===== config.mk =====
export PLATFORM = sky130hd
export DESIGN_NAME = aip_top
export DESIGN_NICKNAME = d
export VERILOG_FILES = /design/src/pkg/aip_pkg.sv /design/src/logic/aip_input_cond.sv /design/src/logic/aip_top.sv
export VERILOG_INCLUDE_DIRS = /design/src /design/src/pkg
export SDC_FILE = /design/constraint.sdc
export NUM_CORES = 1
export LEC_CHECK = 0
export ABC_CLOCK_PERIOD_IN_PS = 5200
export BUFFER_PORTS_ARGS = -buffer_cell sky130_fd_sc_hd__clkbuf_2
export CORE_MARGIN = 5
export CORE_UTILIZATION = 40
export DETAILED_ROUTE_END_ITERATION = 16
export PLACE_DENSITY = 0.58
export SLEW_MARGIN = 30
export SYNTH_ARGS = -nofsm -noshare
export SYNTH_HDL_FRONTEND = slang
export SYNTH_SLANG_ARGS = --single-unit

===== constraint.sdc =====
create_clock -name clk_i -period 5.2 [get_ports clk_i]
set_clock_uncertainty 0.15 [all_clocks]
set_input_delay 0.52 -clock clk_i [delete_from_list [all_inputs] [get_ports clk_i]]
set_output_delay 0.52 -clock clk_i [all_outputs]
set_load 0.05 [all_outputs]

===== src/pkg/aip_defs.svh =====
// constants for the alarm inhibit and input polarity block
`ifndef AIP_DEFS_SVH
`define AIP_DEFS_SVH

// ****************************************************************
// register word indices, compared against adr_i[5:2]
// ****************************************************************
`define AIP_OFS_SUP_AUX 4'h0
`define AIP_OFS_SUP_MISC 4'h1
`define AIP_OFS_POL 4'h2
`define AIP_OFS_VTYPE 4'h3
`define AIP_OFS_ROUTE_AUX 4'h4
`define AIP_OFS_ROUTE_MISC 4'h5
`define AIP_OFS_STAT 4'h6
`define AIP_OFS_MASK 4'h7
`define AIP_OFS_INPUTS 4'h8

// ****************************************************************
// field layout of the misc registers
// ****************************************************************
`define AIP_MISC_UC_BIT 0
`define AIP_MISC_TRIP_BIT 1
`define AIP_MISC_EQ_LSB 2
`define AIP_MISC_EQ_MSB 9

// ****************************************************************
// reset values
// ****************************************************************
`define AIP_RST_SUP_AUX 10'h000
`define AIP_RST_SUP_MISC 10'h002
`define AIP_RST_POL 6'h3f
`define AIP_RST_VTYPE 1'h0
`define AIP_RST_ROUTE 10'h000
`define AIP_RST_MASK 2'h0

// ****************************************************************
// ac detect: a level is kept this many cycles after the last high sample
// ****************************************************************
`define AIP_AC_HOLD_NS 10000000
`define AIP_CLK_NS 50
`define AIP_AC_HOLD_CYC (`AIP_AC_HOLD_NS / `AIP_CLK_NS)

`endif


===== src/pkg/aip_pkg.sv =====
// types for the alarm inhibit and input polarity block
package aip_pkg;

    typedef enum logic {
        AIP_VOLT_DC,
        AIP_VOLT_AC
    } aip_volt_t;

    typedef struct packed {
        logic [9:0] aux;
        logic under_current;
        logic control_trip;
        logic [7:0] equation;
    } aip_src_t;

    typedef enum logic [1:0] {
        AIP_BUS_IDLE,
        AIP_BUS_ACK
    } aip_bus_st_t;

endpackage


===== src/logic/aip_input_cond.sv =====
// one binary input: ac filtering and polarity
`timescale 1ns/1ps
`include "aip_defs.svh"

module aip_input_cond
    import aip_pkg::*;
#(
    parameter int HOLD_CYC = `AIP_AC_HOLD_CYC
) (
    input wire logic clk_i,
    input wire logic rst_i,
    input wire logic raw_i,
    input wire logic fitted_i,
    input wire logic polarity_i,
    input wire aip_volt_t vtype_i,
    output logic level_o,
    output logic active_o
);
    localparam int CW = $clog2(HOLD_CYC + 1);

    logic [CW-1:0] hold_q;
    logic level_q;

    // ****************************************************************
    // detection: ac retriggers on each high sample, so an ac input reads
    // high until it has been quiet for the hold time
    // ****************************************************************
    always_ff @(posedge clk_i) begin
        if (rst_i) begin
            hold_q <= '0;
        end else if (raw_i) begin
            hold_q <= CW'(HOLD_CYC);
        end else if (hold_q != '0) begin
            hold_q <= hold_q - 1'b1;
        end
    end

    always_ff @(posedge clk_i) begin
        if (rst_i) begin
            level_q <= 1'b0;
        end else if (vtype_i == AIP_VOLT_AC) begin
            level_q <= raw_i | (hold_q != '0);
        end else begin
            level_q <= raw_i;
        end
    end

    assign level_o = level_q;
    // polarity 1: active with voltage; 0: active without it
    assign active_o = fitted_i & (polarity_i ? level_q : ~level_q);
endmodule


===== src/logic/aip_top.sv =====
// alarm inhibit and input polarity configuration block
// ****************************************************************
// ****************************************************************
//
// Decided for this implementation: the address map and register access over Wishbone.
`timescale 1ns/1ps
`include "aip_defs.svh"

module aip_top
    import aip_pkg::*;
#(
    parameter int N_INPUTS = 6,
    parameter int HOLD_CYC = `AIP_AC_HOLD_CYC
) (
    input wire logic clk_i,
    input wire logic rst_i,
    // wishbone classic slave
    input wire logic cyc_i,
    input wire logic stb_i,
    input wire logic we_i,
    input wire logic [5:0] adr_i,
    input wire logic [3:0] sel_i,
    input wire logic [31:0] dat_i,
    output logic [31:0] dat_o,
    output logic ack_o,
    // alarm sources, delayed and instantaneous
    input wire aip_src_t delayed_i,
    input wire logic [9:0] aux_inst_i,
    // binary inputs
    input wire logic [N_INPUTS-1:0] input_raw_i,
    input wire logic [N_INPUTS-1:0] input_fitted_i,
    output logic [N_INPUTS-1:0] input_active_o,
    // alarm outputs
    output logic alarm_led_o,
    output logic message_o,
    output aip_src_t message_src_o,
    output logic [9:0] aux_inst_msg_o,
    output logic irq_o
);

    // ****************************************************************
    // registers
    // ****************************************************************
    aip_src_t sup_q;
    aip_src_t route_q;
    logic [N_INPUTS-1:0] pol_q;
    aip_volt_t vtype_q;
    logic [1:0] stat_q;
    logic [1:0] mask_q;
    logic ack_q;
    logic [31:0] rdat_q;
    logic [N_INPUTS-1:0] level_w;
    logic wr_w;
    logic rd_w;
    logic [3:0] idx_w;
    logic lo_ok;
    logic hi_ok;

    assign idx_w = adr_i[5:2];
    assign wr_w = cyc_i & stb_i & we_i & ~ack_q;
    assign rd_w = cyc_i & stb_i & ~we_i & ~ack_q;
    assign lo_ok = sel_i[0];
    assign hi_ok = sel_i[1];

    // ****************************************************************
    // bus answer: one registered ack per request, one wait state
    // ****************************************************************
    always_ff @(posedge clk_i) begin
        if (rst_i) begin
            ack_q <= 1'b0;
        end else begin
            ack_q <= cyc_i & stb_i & ~ack_q;
        end
    end
    assign ack_o = ack_q;

    // ****************************************************************
    // suppress settings
    // ****************************************************************
    always_ff @(posedge clk_i) begin
        if (rst_i) begin
            sup_q.aux <= `AIP_RST_SUP_AUX;
            // misc reset word uses the register layout, trip at bit 1
            {sup_q.equation, sup_q.control_trip, sup_q.under_current}
                <= `AIP_RST_SUP_MISC;
        end else if (wr_w && idx_w == `AIP_OFS_SUP_AUX) begin
            if (lo_ok) begin
                sup_q.aux[7:0] <= dat_i[7:0];
            end
            if (hi_ok) begin
                sup_q.aux[9:8] <= dat_i[9:8];
            end
        end else if (wr_w && idx_w == `AIP_OFS_SUP_MISC) begin
            if (lo_ok) begin
                sup_q.under_current <= dat_i[`AIP_MISC_UC_BIT];
                sup_q.control_trip <= dat_i[`AIP_MISC_TRIP_BIT];
                sup_q.equation[5:0] <= dat_i[7:`AIP_MISC_EQ_LSB];
            end
            if (hi_ok) begin
                sup_q.equation[7:6] <= dat_i[`AIP_MISC_EQ_MSB:8];
            end
        end
    end

    // ****************************************************************
    // routing to the first output relay, written over the bus
    // ****************************************************************
    always_ff @(posedge clk_i) begin
        if (rst_i) begin
            route_q.aux <= `AIP_RST_ROUTE;
            {route_q.equation, route_q.control_trip, route_q.under_current}
                <= `AIP_RST_ROUTE;
        end else if (wr_w && idx_w == `AIP_OFS_ROUTE_AUX) begin
            if (lo_ok) begin
                route_q.aux[7:0] <= dat_i[7:0];
            end
            if (hi_ok) begin
                route_q.aux[9:8] <= dat_i[9:8];
            end
        end else if (wr_w && idx_w == `AIP_OFS_ROUTE_MISC) begin
            if (lo_ok) begin
                route_q.under_current <= dat_i[`AIP_MISC_UC_BIT];
                route_q.control_trip <= dat_i[`AIP_MISC_TRIP_BIT];
                route_q.equation[5:0] <= dat_i[7:`AIP_MISC_EQ_LSB];
            end
            if (hi_ok) begin
                route_q.equation[7:6] <= dat_i[`AIP_MISC_EQ_MSB:8];
            end
        end
    end

    // ****************************************************************
    // input polarity and voltage type
    // ****************************************************************
    always_ff @(posedge clk_i) begin
        if (rst_i) begin
            pol_q <= N_INPUTS'(`AIP_RST_POL);
        end else if (wr_w && lo_ok && idx_w == `AIP_OFS_POL) begin
            pol_q <= dat_i[N_INPUTS-1:0];
        end
    end

    always_ff @(posedge clk_i) begin
        if (rst_i) begin
            vtype_q <= aip_volt_t'(`AIP_RST_VTYPE);
        end else if (wr_w && lo_ok && idx_w == `AIP_OFS_VTYPE) begin
            vtype_q <= aip_volt_t'(dat_i[0]);
        end
    end

    // ****************************************************************
    // effective suppression and alarm drive
    // ****************************************************************
    aip_src_t eff_sup;
    aip_src_t raised;
    logic [9:0] inst_eff;
    logic [9:0] inst_raised;

    // routed sources keep their alarm whatever the setting
    assign eff_sup = sup_q & ~route_q;
    assign raised = delayed_i & ~eff_sup;
    // instantaneous aux twin follows the delayed setting
    assign inst_eff = eff_sup.aux;
    assign inst_raised = aux_inst_i & ~inst_eff;

    logic led_q;
    always_ff @(posedge clk_i) begin
        if (rst_i) begin
            led_q <= 1'b0;
        end else begin
            led_q <= (|raised) | (|inst_raised);
        end
    end
    assign alarm_led_o = led_q;

    // message path: a registered snapshot of unsuppressed sources
    always_ff @(posedge clk_i) begin
        if (rst_i) begin
            message_src_o <= '0;
            aux_inst_msg_o <= '0;
        end else begin
            message_src_o <= raised;
            aux_inst_msg_o <= inst_raised;
        end
    end
    assign message_o = led_q;

    // ****************************************************************
    // interrupt: bit0 new alarm, bit1 input activity change
    // ****************************************************************
    logic [N_INPUTS-1:0] act_prev_q;
    logic alarm_rise;
    logic in_change;
    logic [1:0] clr_w;

    assign alarm_rise = ((|raised) | (|inst_raised)) & ~led_q;
    assign in_change = |(input_active_o ^ act_prev_q);
    assign clr_w = (wr_w && lo_ok && idx_w == `AIP_OFS_STAT) ?
        dat_i[1:0] : 2'h0;

    always_ff @(posedge clk_i) begin
        if (rst_i) begin
            act_prev_q <= '0;
        end else begin
            act_prev_q <= input_active_o;
        end
    end

    // set wins over a same-cycle clear
    always_ff @(posedge clk_i) begin
        if (rst_i) begin
            stat_q <= 2'h0;
        end else begin
            stat_q <= (stat_q & ~clr_w) | {in_change, alarm_rise};
        end
    end

    always_ff @(posedge clk_i) begin
        if (rst_i) begin
            mask_q <= `AIP_RST_MASK;
        end else if (wr_w && lo_ok && idx_w == `AIP_OFS_MASK) begin
            mask_q <= dat_i[1:0];
        end
    end
    assign irq_o = |(stat_q & mask_q);

    // ****************************************************************
    // binary inputs
    // ****************************************************************
    for (genvar g = 0; g < N_INPUTS; g++) begin : g_in
        aip_input_cond #(
            .HOLD_CYC(HOLD_CYC)
        ) u_cond (
            .clk_i(clk_i),
            .rst_i(rst_i),
            .raw_i(input_raw_i[g]),
            .fitted_i(input_fitted_i[g]),
            .polarity_i(pol_q[g]),
            .vtype_i(vtype_q),
            .level_o(level_w[g]),
            .active_o(input_active_o[g])
        );
    end

    // ****************************************************************
    // read mux, unmapped reads return zero
    // ****************************************************************
    always_ff @(posedge clk_i) begin
        if (rst_i) begin
            rdat_q <= 32'h0;
        end else if (rd_w) begin
            unique case (idx_w)
                `AIP_OFS_SUP_AUX: rdat_q <= {22'h0, sup_q.aux};
                `AIP_OFS_SUP_MISC: rdat_q <= {22'h0, sup_q.equation,
                    sup_q.control_trip, sup_q.under_current};
                `AIP_OFS_POL: rdat_q <= 32'(pol_q & input_fitted_i);
                `AIP_OFS_VTYPE: rdat_q <= {31'h0, vtype_q};
                `AIP_OFS_ROUTE_AUX: rdat_q <= {22'h0, route_q.aux};
                `AIP_OFS_ROUTE_MISC: rdat_q <= {22'h0, route_q.equation,
                    route_q.control_trip, route_q.under_current};
                `AIP_OFS_STAT: rdat_q <= {30'h0, stat_q};
                `AIP_OFS_MASK: rdat_q <= {30'h0, mask_q};
                `AIP_OFS_INPUTS: rdat_q <= {16'h0, 2'h0,
                    6'(level_w), 2'h0, 6'(input_active_o)};
                default: rdat_q <= 32'h0;
            endcase
        end
    end
    assign dat_o = rdat_q;
endmodule


After elaboration in Yosys (flattened, before gate mapping)
Index checks and enable logic that the tools add are counted.

Input bits: 89. Register bits after elaboration: 235.

$add $sub $neg: 6. Bitwise operators: 43. Reductions and logical operators: 40. Muxes and demuxes: 26. Equality and inequality tests: 8.

Operators by type and width (count): $mux 18 (12); $pmux 14 s9 (1); $reduce_bool 18->1 (6); $sub 18x1->18 const B (6); $and 20x20->20 (2); $not 20->20 (2); $reduce_or 20->1 (1); $eq 4x3->1 const B (4); $reduce_or 2->1 (7); $and 1x1->1 (13); $mux 1 (12); $reduce_and 3->1 (4); $reduce_bool 2->1 (6); $not 1->1 (11); $and 10x10->10 (1); $not 10->10 (1); $reduce_or 10->1 (1); $logic_and 1x1->1 (9); $eq 4x2->1 const B (2); $reduce_and 2->1 (4); $or 1x1->1 (7); $and 6x6->6 (1); $reduce_or 6->1 (1); $xor 6x6->6 (1); 7 further kinds (8).

Logic depth before layout (Yosys ltp)
Depth after elaboration: 9. Mapped depth: 8. Gate-level depth less buffers: 7.

Modules after synthesis
Synthesis repeated with hierarchy kept, for this count alone.

Cell total of the unflattened synthesis: 1302. Area, all modules: 10991.8 µm².

By module, submodules not included: aip_input_cond (g_in[0].u_cond ...) (instances 5, area each 1081.0 µm², cells each 129, sequential area each 380.4 µm²); aip_top (instances 1, area each 4455.5 µm², cells each 520, sequential area each 2062.0 µm²); aip_input_cond (g_in[5].u_cond) (instances 1, area each 1131.1 µm², cells each 137, sequential area each 380.4 µm²).

Least setup slack after synthesis
OpenSTA, ideal clock, no wires.

Path type: register -> register. From: register g_in[5].u_cond.hold_q[6]. To: register g_in[5].u_cond.hold_q[17]. Data arrival time: 2.044 ns. Buffers on the path: 0. Setup slack: 2.931 ns. Library setup time: 0.074 ns. Stages on the path, launching flop included: 6. Cells stage by stage: dfxtp_1 > or4_4 > nor4_4 > or3b_1 > or3_1 > a31oi_1.

Word-level cells in the longest chain between the ends: 3. Elaborated cells between the ends (all ways): 5. Classes of those cells: 1 x add/sub; 2 x mux; 2 x reduce/logical.

RTL lines: start, declared (RTL line aip_input_cond.sv:21) `logic [CW-1:0] hold_q;`; start signal, assigned (RTL line aip_input_cond.sv:32) `hold_q <= CW'(HOLD_CYC);`; start signal, assigned (RTL line aip_input_cond.sv:34) `hold_q <= hold_q - 1'b1;`; $sub 18x1->18 (RTL line aip_input_cond.sv:34); $mux 18 (RTL line aip_input_cond.sv:33) `end else if (hold_q != '0) begin`; $mux 18 (RTL line aip_input_cond.sv:31) `end else if (raw_i) begin`.

Parallel ways exist; a longest one is shown, timed or not. The select of a mux whose other input is x is not followed. A chain may end at the register's enable or synchronous reset.

Worst setup path after layout
Same ends and word-level chain as after synthesis.

==> results.cfg <==
[clocking]
clock_sink_count = 217
cts-root-to-sink-buffers = 3
post_cts.resized_instances = 0
tritoncts = yes
post-cts-setup-buffers = 0
h-tree-depth = 1
register_clock_pin_slew_on_the_reported_worst_setup_and_hold_paths_ps = 60
ctsRootBufferMaster = sky130_fd_sc_hd__clkbuf_16
worstSkewPairLatency_ps = 520
post_cts_hold_buffer_count = 0
cts_buffers = 24

[worst_setup_path]
slowest_stage = sky130_fd_sc_hd__nor4_4
critPathMaxFanout = 16
critical_path_depth = 5
largest_delay_contributor_family_on_the_critical_path = simple AND/OR/NAND/NOR gates
crit_path_end_kind = flop
worst_path_largest_cell_delay_ps = 670
worst_ep_arrival_time_ps = 2990
setup.worst_path.start = g_in[5].u_cond.hold_q[6]
required_ps = 5480
ff_to_ff_start = g_in[5].u_cond.hold_q[6]
worst_setup_path_start_kind = flop
critPathKind = reg -> reg
rr_endpoint = g_in[5].u_cond.hold_q[17]
path_cells = or4_4 > nor4_4 > or3b_1 > or3_1 > a31oi_1
cp_num_buf_inv = 0
reg2regPathDepth = 5
worstSetupEndpoint = g_in[5].u_cond.hold_q[17]
ff2ff_setup_slack_ps = 2500

[timing]
finalHoldViolCount = 0
max_slew_headroom = 0.4094
achievable-frequency_mhz = 370.0
worst_slew_pin_slew_ps = 885.8
setup_viol_count_final = 0
timing.final.crit_period_ps = 2703
min_period_over_period = 0.5198
final_total_negative_setup_slack_ps = 0
rsz_0062_raised_after_global_routing = no
pins_over_their_slew_limit = 0

[detailed_routing]
route.detailed.wl_per_inst_um = 16.56
drt-initial-drc-count = 664
postRouteWirelength_mm = 26.69
vias_per_cell = 5.381
drt.antenna.violating_nets = 0
drt_pre_antenna_iters = 5
num_vias = 8669
remaining_drc_errors = 0

[pwr]
cellPowerDensity_nw_per_um2 = 375.6
sw_ratio = 0.2792
power.share.combinational = 0.168
p_switching_w = 0.001215
power_leakage_nw = 4.538
power.sequential.fraction = 0.423
p_clk_frac = 0.409
p_int_w = 0.003136
vdd.ir_drop.worst_mv = 0.2385

[cells_and_area]
finish.utilization = 0.4735
antennaDiodeCount = 0
final.fill_count = 2418
drive_gt1_frac = 0.1492
final_nets = 1371
final_design_area_no_fill_um2 = 11580
synth_to_final_area_change_pct = 15.83

[synth]
synth_xor_xnor_area_share = 0.07181
post_synthesis_mux_area_share = 0.01464
synth.avg_cell_area_um2 = 8.432
mapped_area_um2 = 10000
postSynthCellCount = 1186
synth_edf_count = 0
post-synth-top-area-cell = sky130_fd_sc_hd__dfxtp_1
synth-async-reset-ratio = 0
synth_compound_gate_area_share = 0.1464
area_share_of_and_or_nand_nor_cells_after_synthesis = 0.2610
dominantRegCellSynth = sky130_fd_sc_hd__dfxtp_1
synth_largest_type_area_fraction = 0.4344
synth.top_cells.by_area = sky130_fd_sc_hd__dfxtp_1 43%, sky130_fd_sc_hd__xnor2_1 5.3%, sky130_fd_sc_hd__nor2_1 5.0%
yosys_register_bits = 217
synth_top_family_by_area = simple AND/OR/NAND/NOR gates
synth.yosys.warnings = 0
synth_top_cells_by_count = 217 x sky130_fd_sc_hd__dfxtp_1, 132 x sky130_fd_sc_hd__nor2_1, 108 x sky130_fd_sc_hd__nand2_1
synth_adder_area_share = 0.01501
post-synth-top-count-cell = sky130_fd_sc_hd__dfxtp_1
yosysUniqueCellTypes = 70
seq_area_frac_synth = 0.4344

[placed_design]
hpwlAfterDp_mm = 19.04
io_buffers = 116
routabilityCongestion = 0.8525
placed_cell_area_um2 = 10760

[run_status]
run_status = complete, no violations

[global_route]
grt_first_pass_wirelength_mm = 43.26
track_usage = 0.1836
global_route_overflow = 0
first_global_vias = 8122
grt_max_degree = 70
grt_antenna_before_repair = 5

[floorplan]
start_util = 0.4088
fp-row-count = 57
die_w_um = 168.1
boundaryPins = 161
design.die.area_um2 = 28260
die_height_um = 168.1
floorplan.core_area_um2 = 24460

[min_path]
hold_path.class = in -> reg

[flow_run]
drv.max_cap_violation_count = 0
-- how the worst min path moves through the flow --
| stage | end | cells past startpoint | start |
|---|---|---|---|
| 2_1_floorplan | sup_q[19] | 2 | sup_q[19] |
| 3_3_place_gp | dat_o[4] | 2 | dat_o[4] |
| 3_5_place_dp | route_q[14] | 2 | route_q[14] |
| 4_1_cts | message_src_o[18] | 2 | delayed_i[18] |
| 5_1_grt | message_src_o[18] | 2 | delayed_i[18] |
| 6_report | message_src_o[18] | 2 | delayed_i[18] |
-- final cells by class --
type                            count  area (um2)  area share
Timing Repair Buffer              127       665.6     0.05746
Clock inverter                     11       155.1     0.01339
Clock buffer                       32       671.9     0.05800
Tap cell                          324       405.4     0.03500
Sequential cell                   217        4344      0.3750
Inverter                           38       142.6     0.01231
Multi-Input combinational cell    862        5199      0.4488
-- power groups by stage --
stage | combinational, W | sequential [W] | clock (W)
after floorplan | 0.000546 | 0.00190 | 0
after global placement | 0.000720 | 0.00187 | 0
after detailed placement | 0.000727 | 0.00188 | 0
after CTS | 0.000730 | 0.00184 | 0.00183
after global routing | 0.000813 | 0.00186 | 0.00189
final | 0.000729 | 0.00184 | 0.00178
-- layout by cell type, fill, tap and decap left out, types with 17 or more instances in the layout --
cell type	synthesis	routed
sky130_fd_sc_hd__inv_1	38	38
sky130_fd_sc_hd__xnor2_1	60	60
sky130_fd_sc_hd__or4_1	20	20
sky130_fd_sc_hd__nand2_1	108	108
sky130_fd_sc_hd__a22oi_1	18	18
sky130_fd_sc_hd__dfxtp_1	217	217
sky130_fd_sc_hd__nor4_1	28	27
sky130_fd_sc_hd__and2_1	17	17
sky130_fd_sc_hd__xor2_1	22	22
sky130_fd_sc_hd__a21oi_1	97	97
sky130_fd_sc_hd__o21ai_0	23	23
sky130_fd_sc_hd__clkbuf_16	0	25
sky130_fd_sc_hd__nor3_1	20	20
sky130_fd_sc_hd__nand2b_1	18	18
sky130_fd_sc_hd__and3_1	17	17
sky130_fd_sc_hd__clkbuf_2	0	115
sky130_fd_sc_hd__nor2_1	132	132
sky130_fd_sc_hd__nand3_1	73	73
sky130_fd_sc_hd__conb_1	1	18
-- per-layer routing --
metal / global-route usage / wire length [um] / vias up
met3: 0.03751 / 1599 / 37
met4: 0.03705 / 467 / 10
met1: 0.2622 / 12670 / 4095
met5: 0 / 58 / -
li1: - / - / 4326
met2: 0.2895 / 11890 / 201
-- cell families (layout without fill, tap and decap cells) --
logic type,after synthesis,after routing
flip-flops,217,217
buffers and inverters,124,208
other,1,18
adder cells (fa/ha/maj),12,12
XOR/XNOR,82,82
AO/OA/AOI/OAI,229,229
AND/OR/NAND/NOR,508,508
multiplexers,13,13
-- flip-flops by register name, summed over array words and instances, names as in the netlist --
signal               count
g_in.u_cond.hold_q     108
message_src_o           20
route_q                 20
sup_q                   20
dat_o                   14
aux_inst_msg_o          10
act_prev_q               6
g_in.u_cond.level_o      6
pol_q                    6
mask_q                   2
stat_q                   2
ack_o                    1
alarm_led_o              1
vtype_q                  1
-- metrics by stage --
step,setup WS [ps],std cells,power [W],hold slack [ps]
finish,2497,1611,0.004351,70.61
detailed placement,2431,1568,0.002603,312.4
global route,2390,1611,0.004562,54.72
global placement,2409,1568,0.002594,300.8
CTS,2502,1611,0.004399,49.06
floorplan,2931,1203,0.002447,291.8
Power figures use the tool's default switching activity.
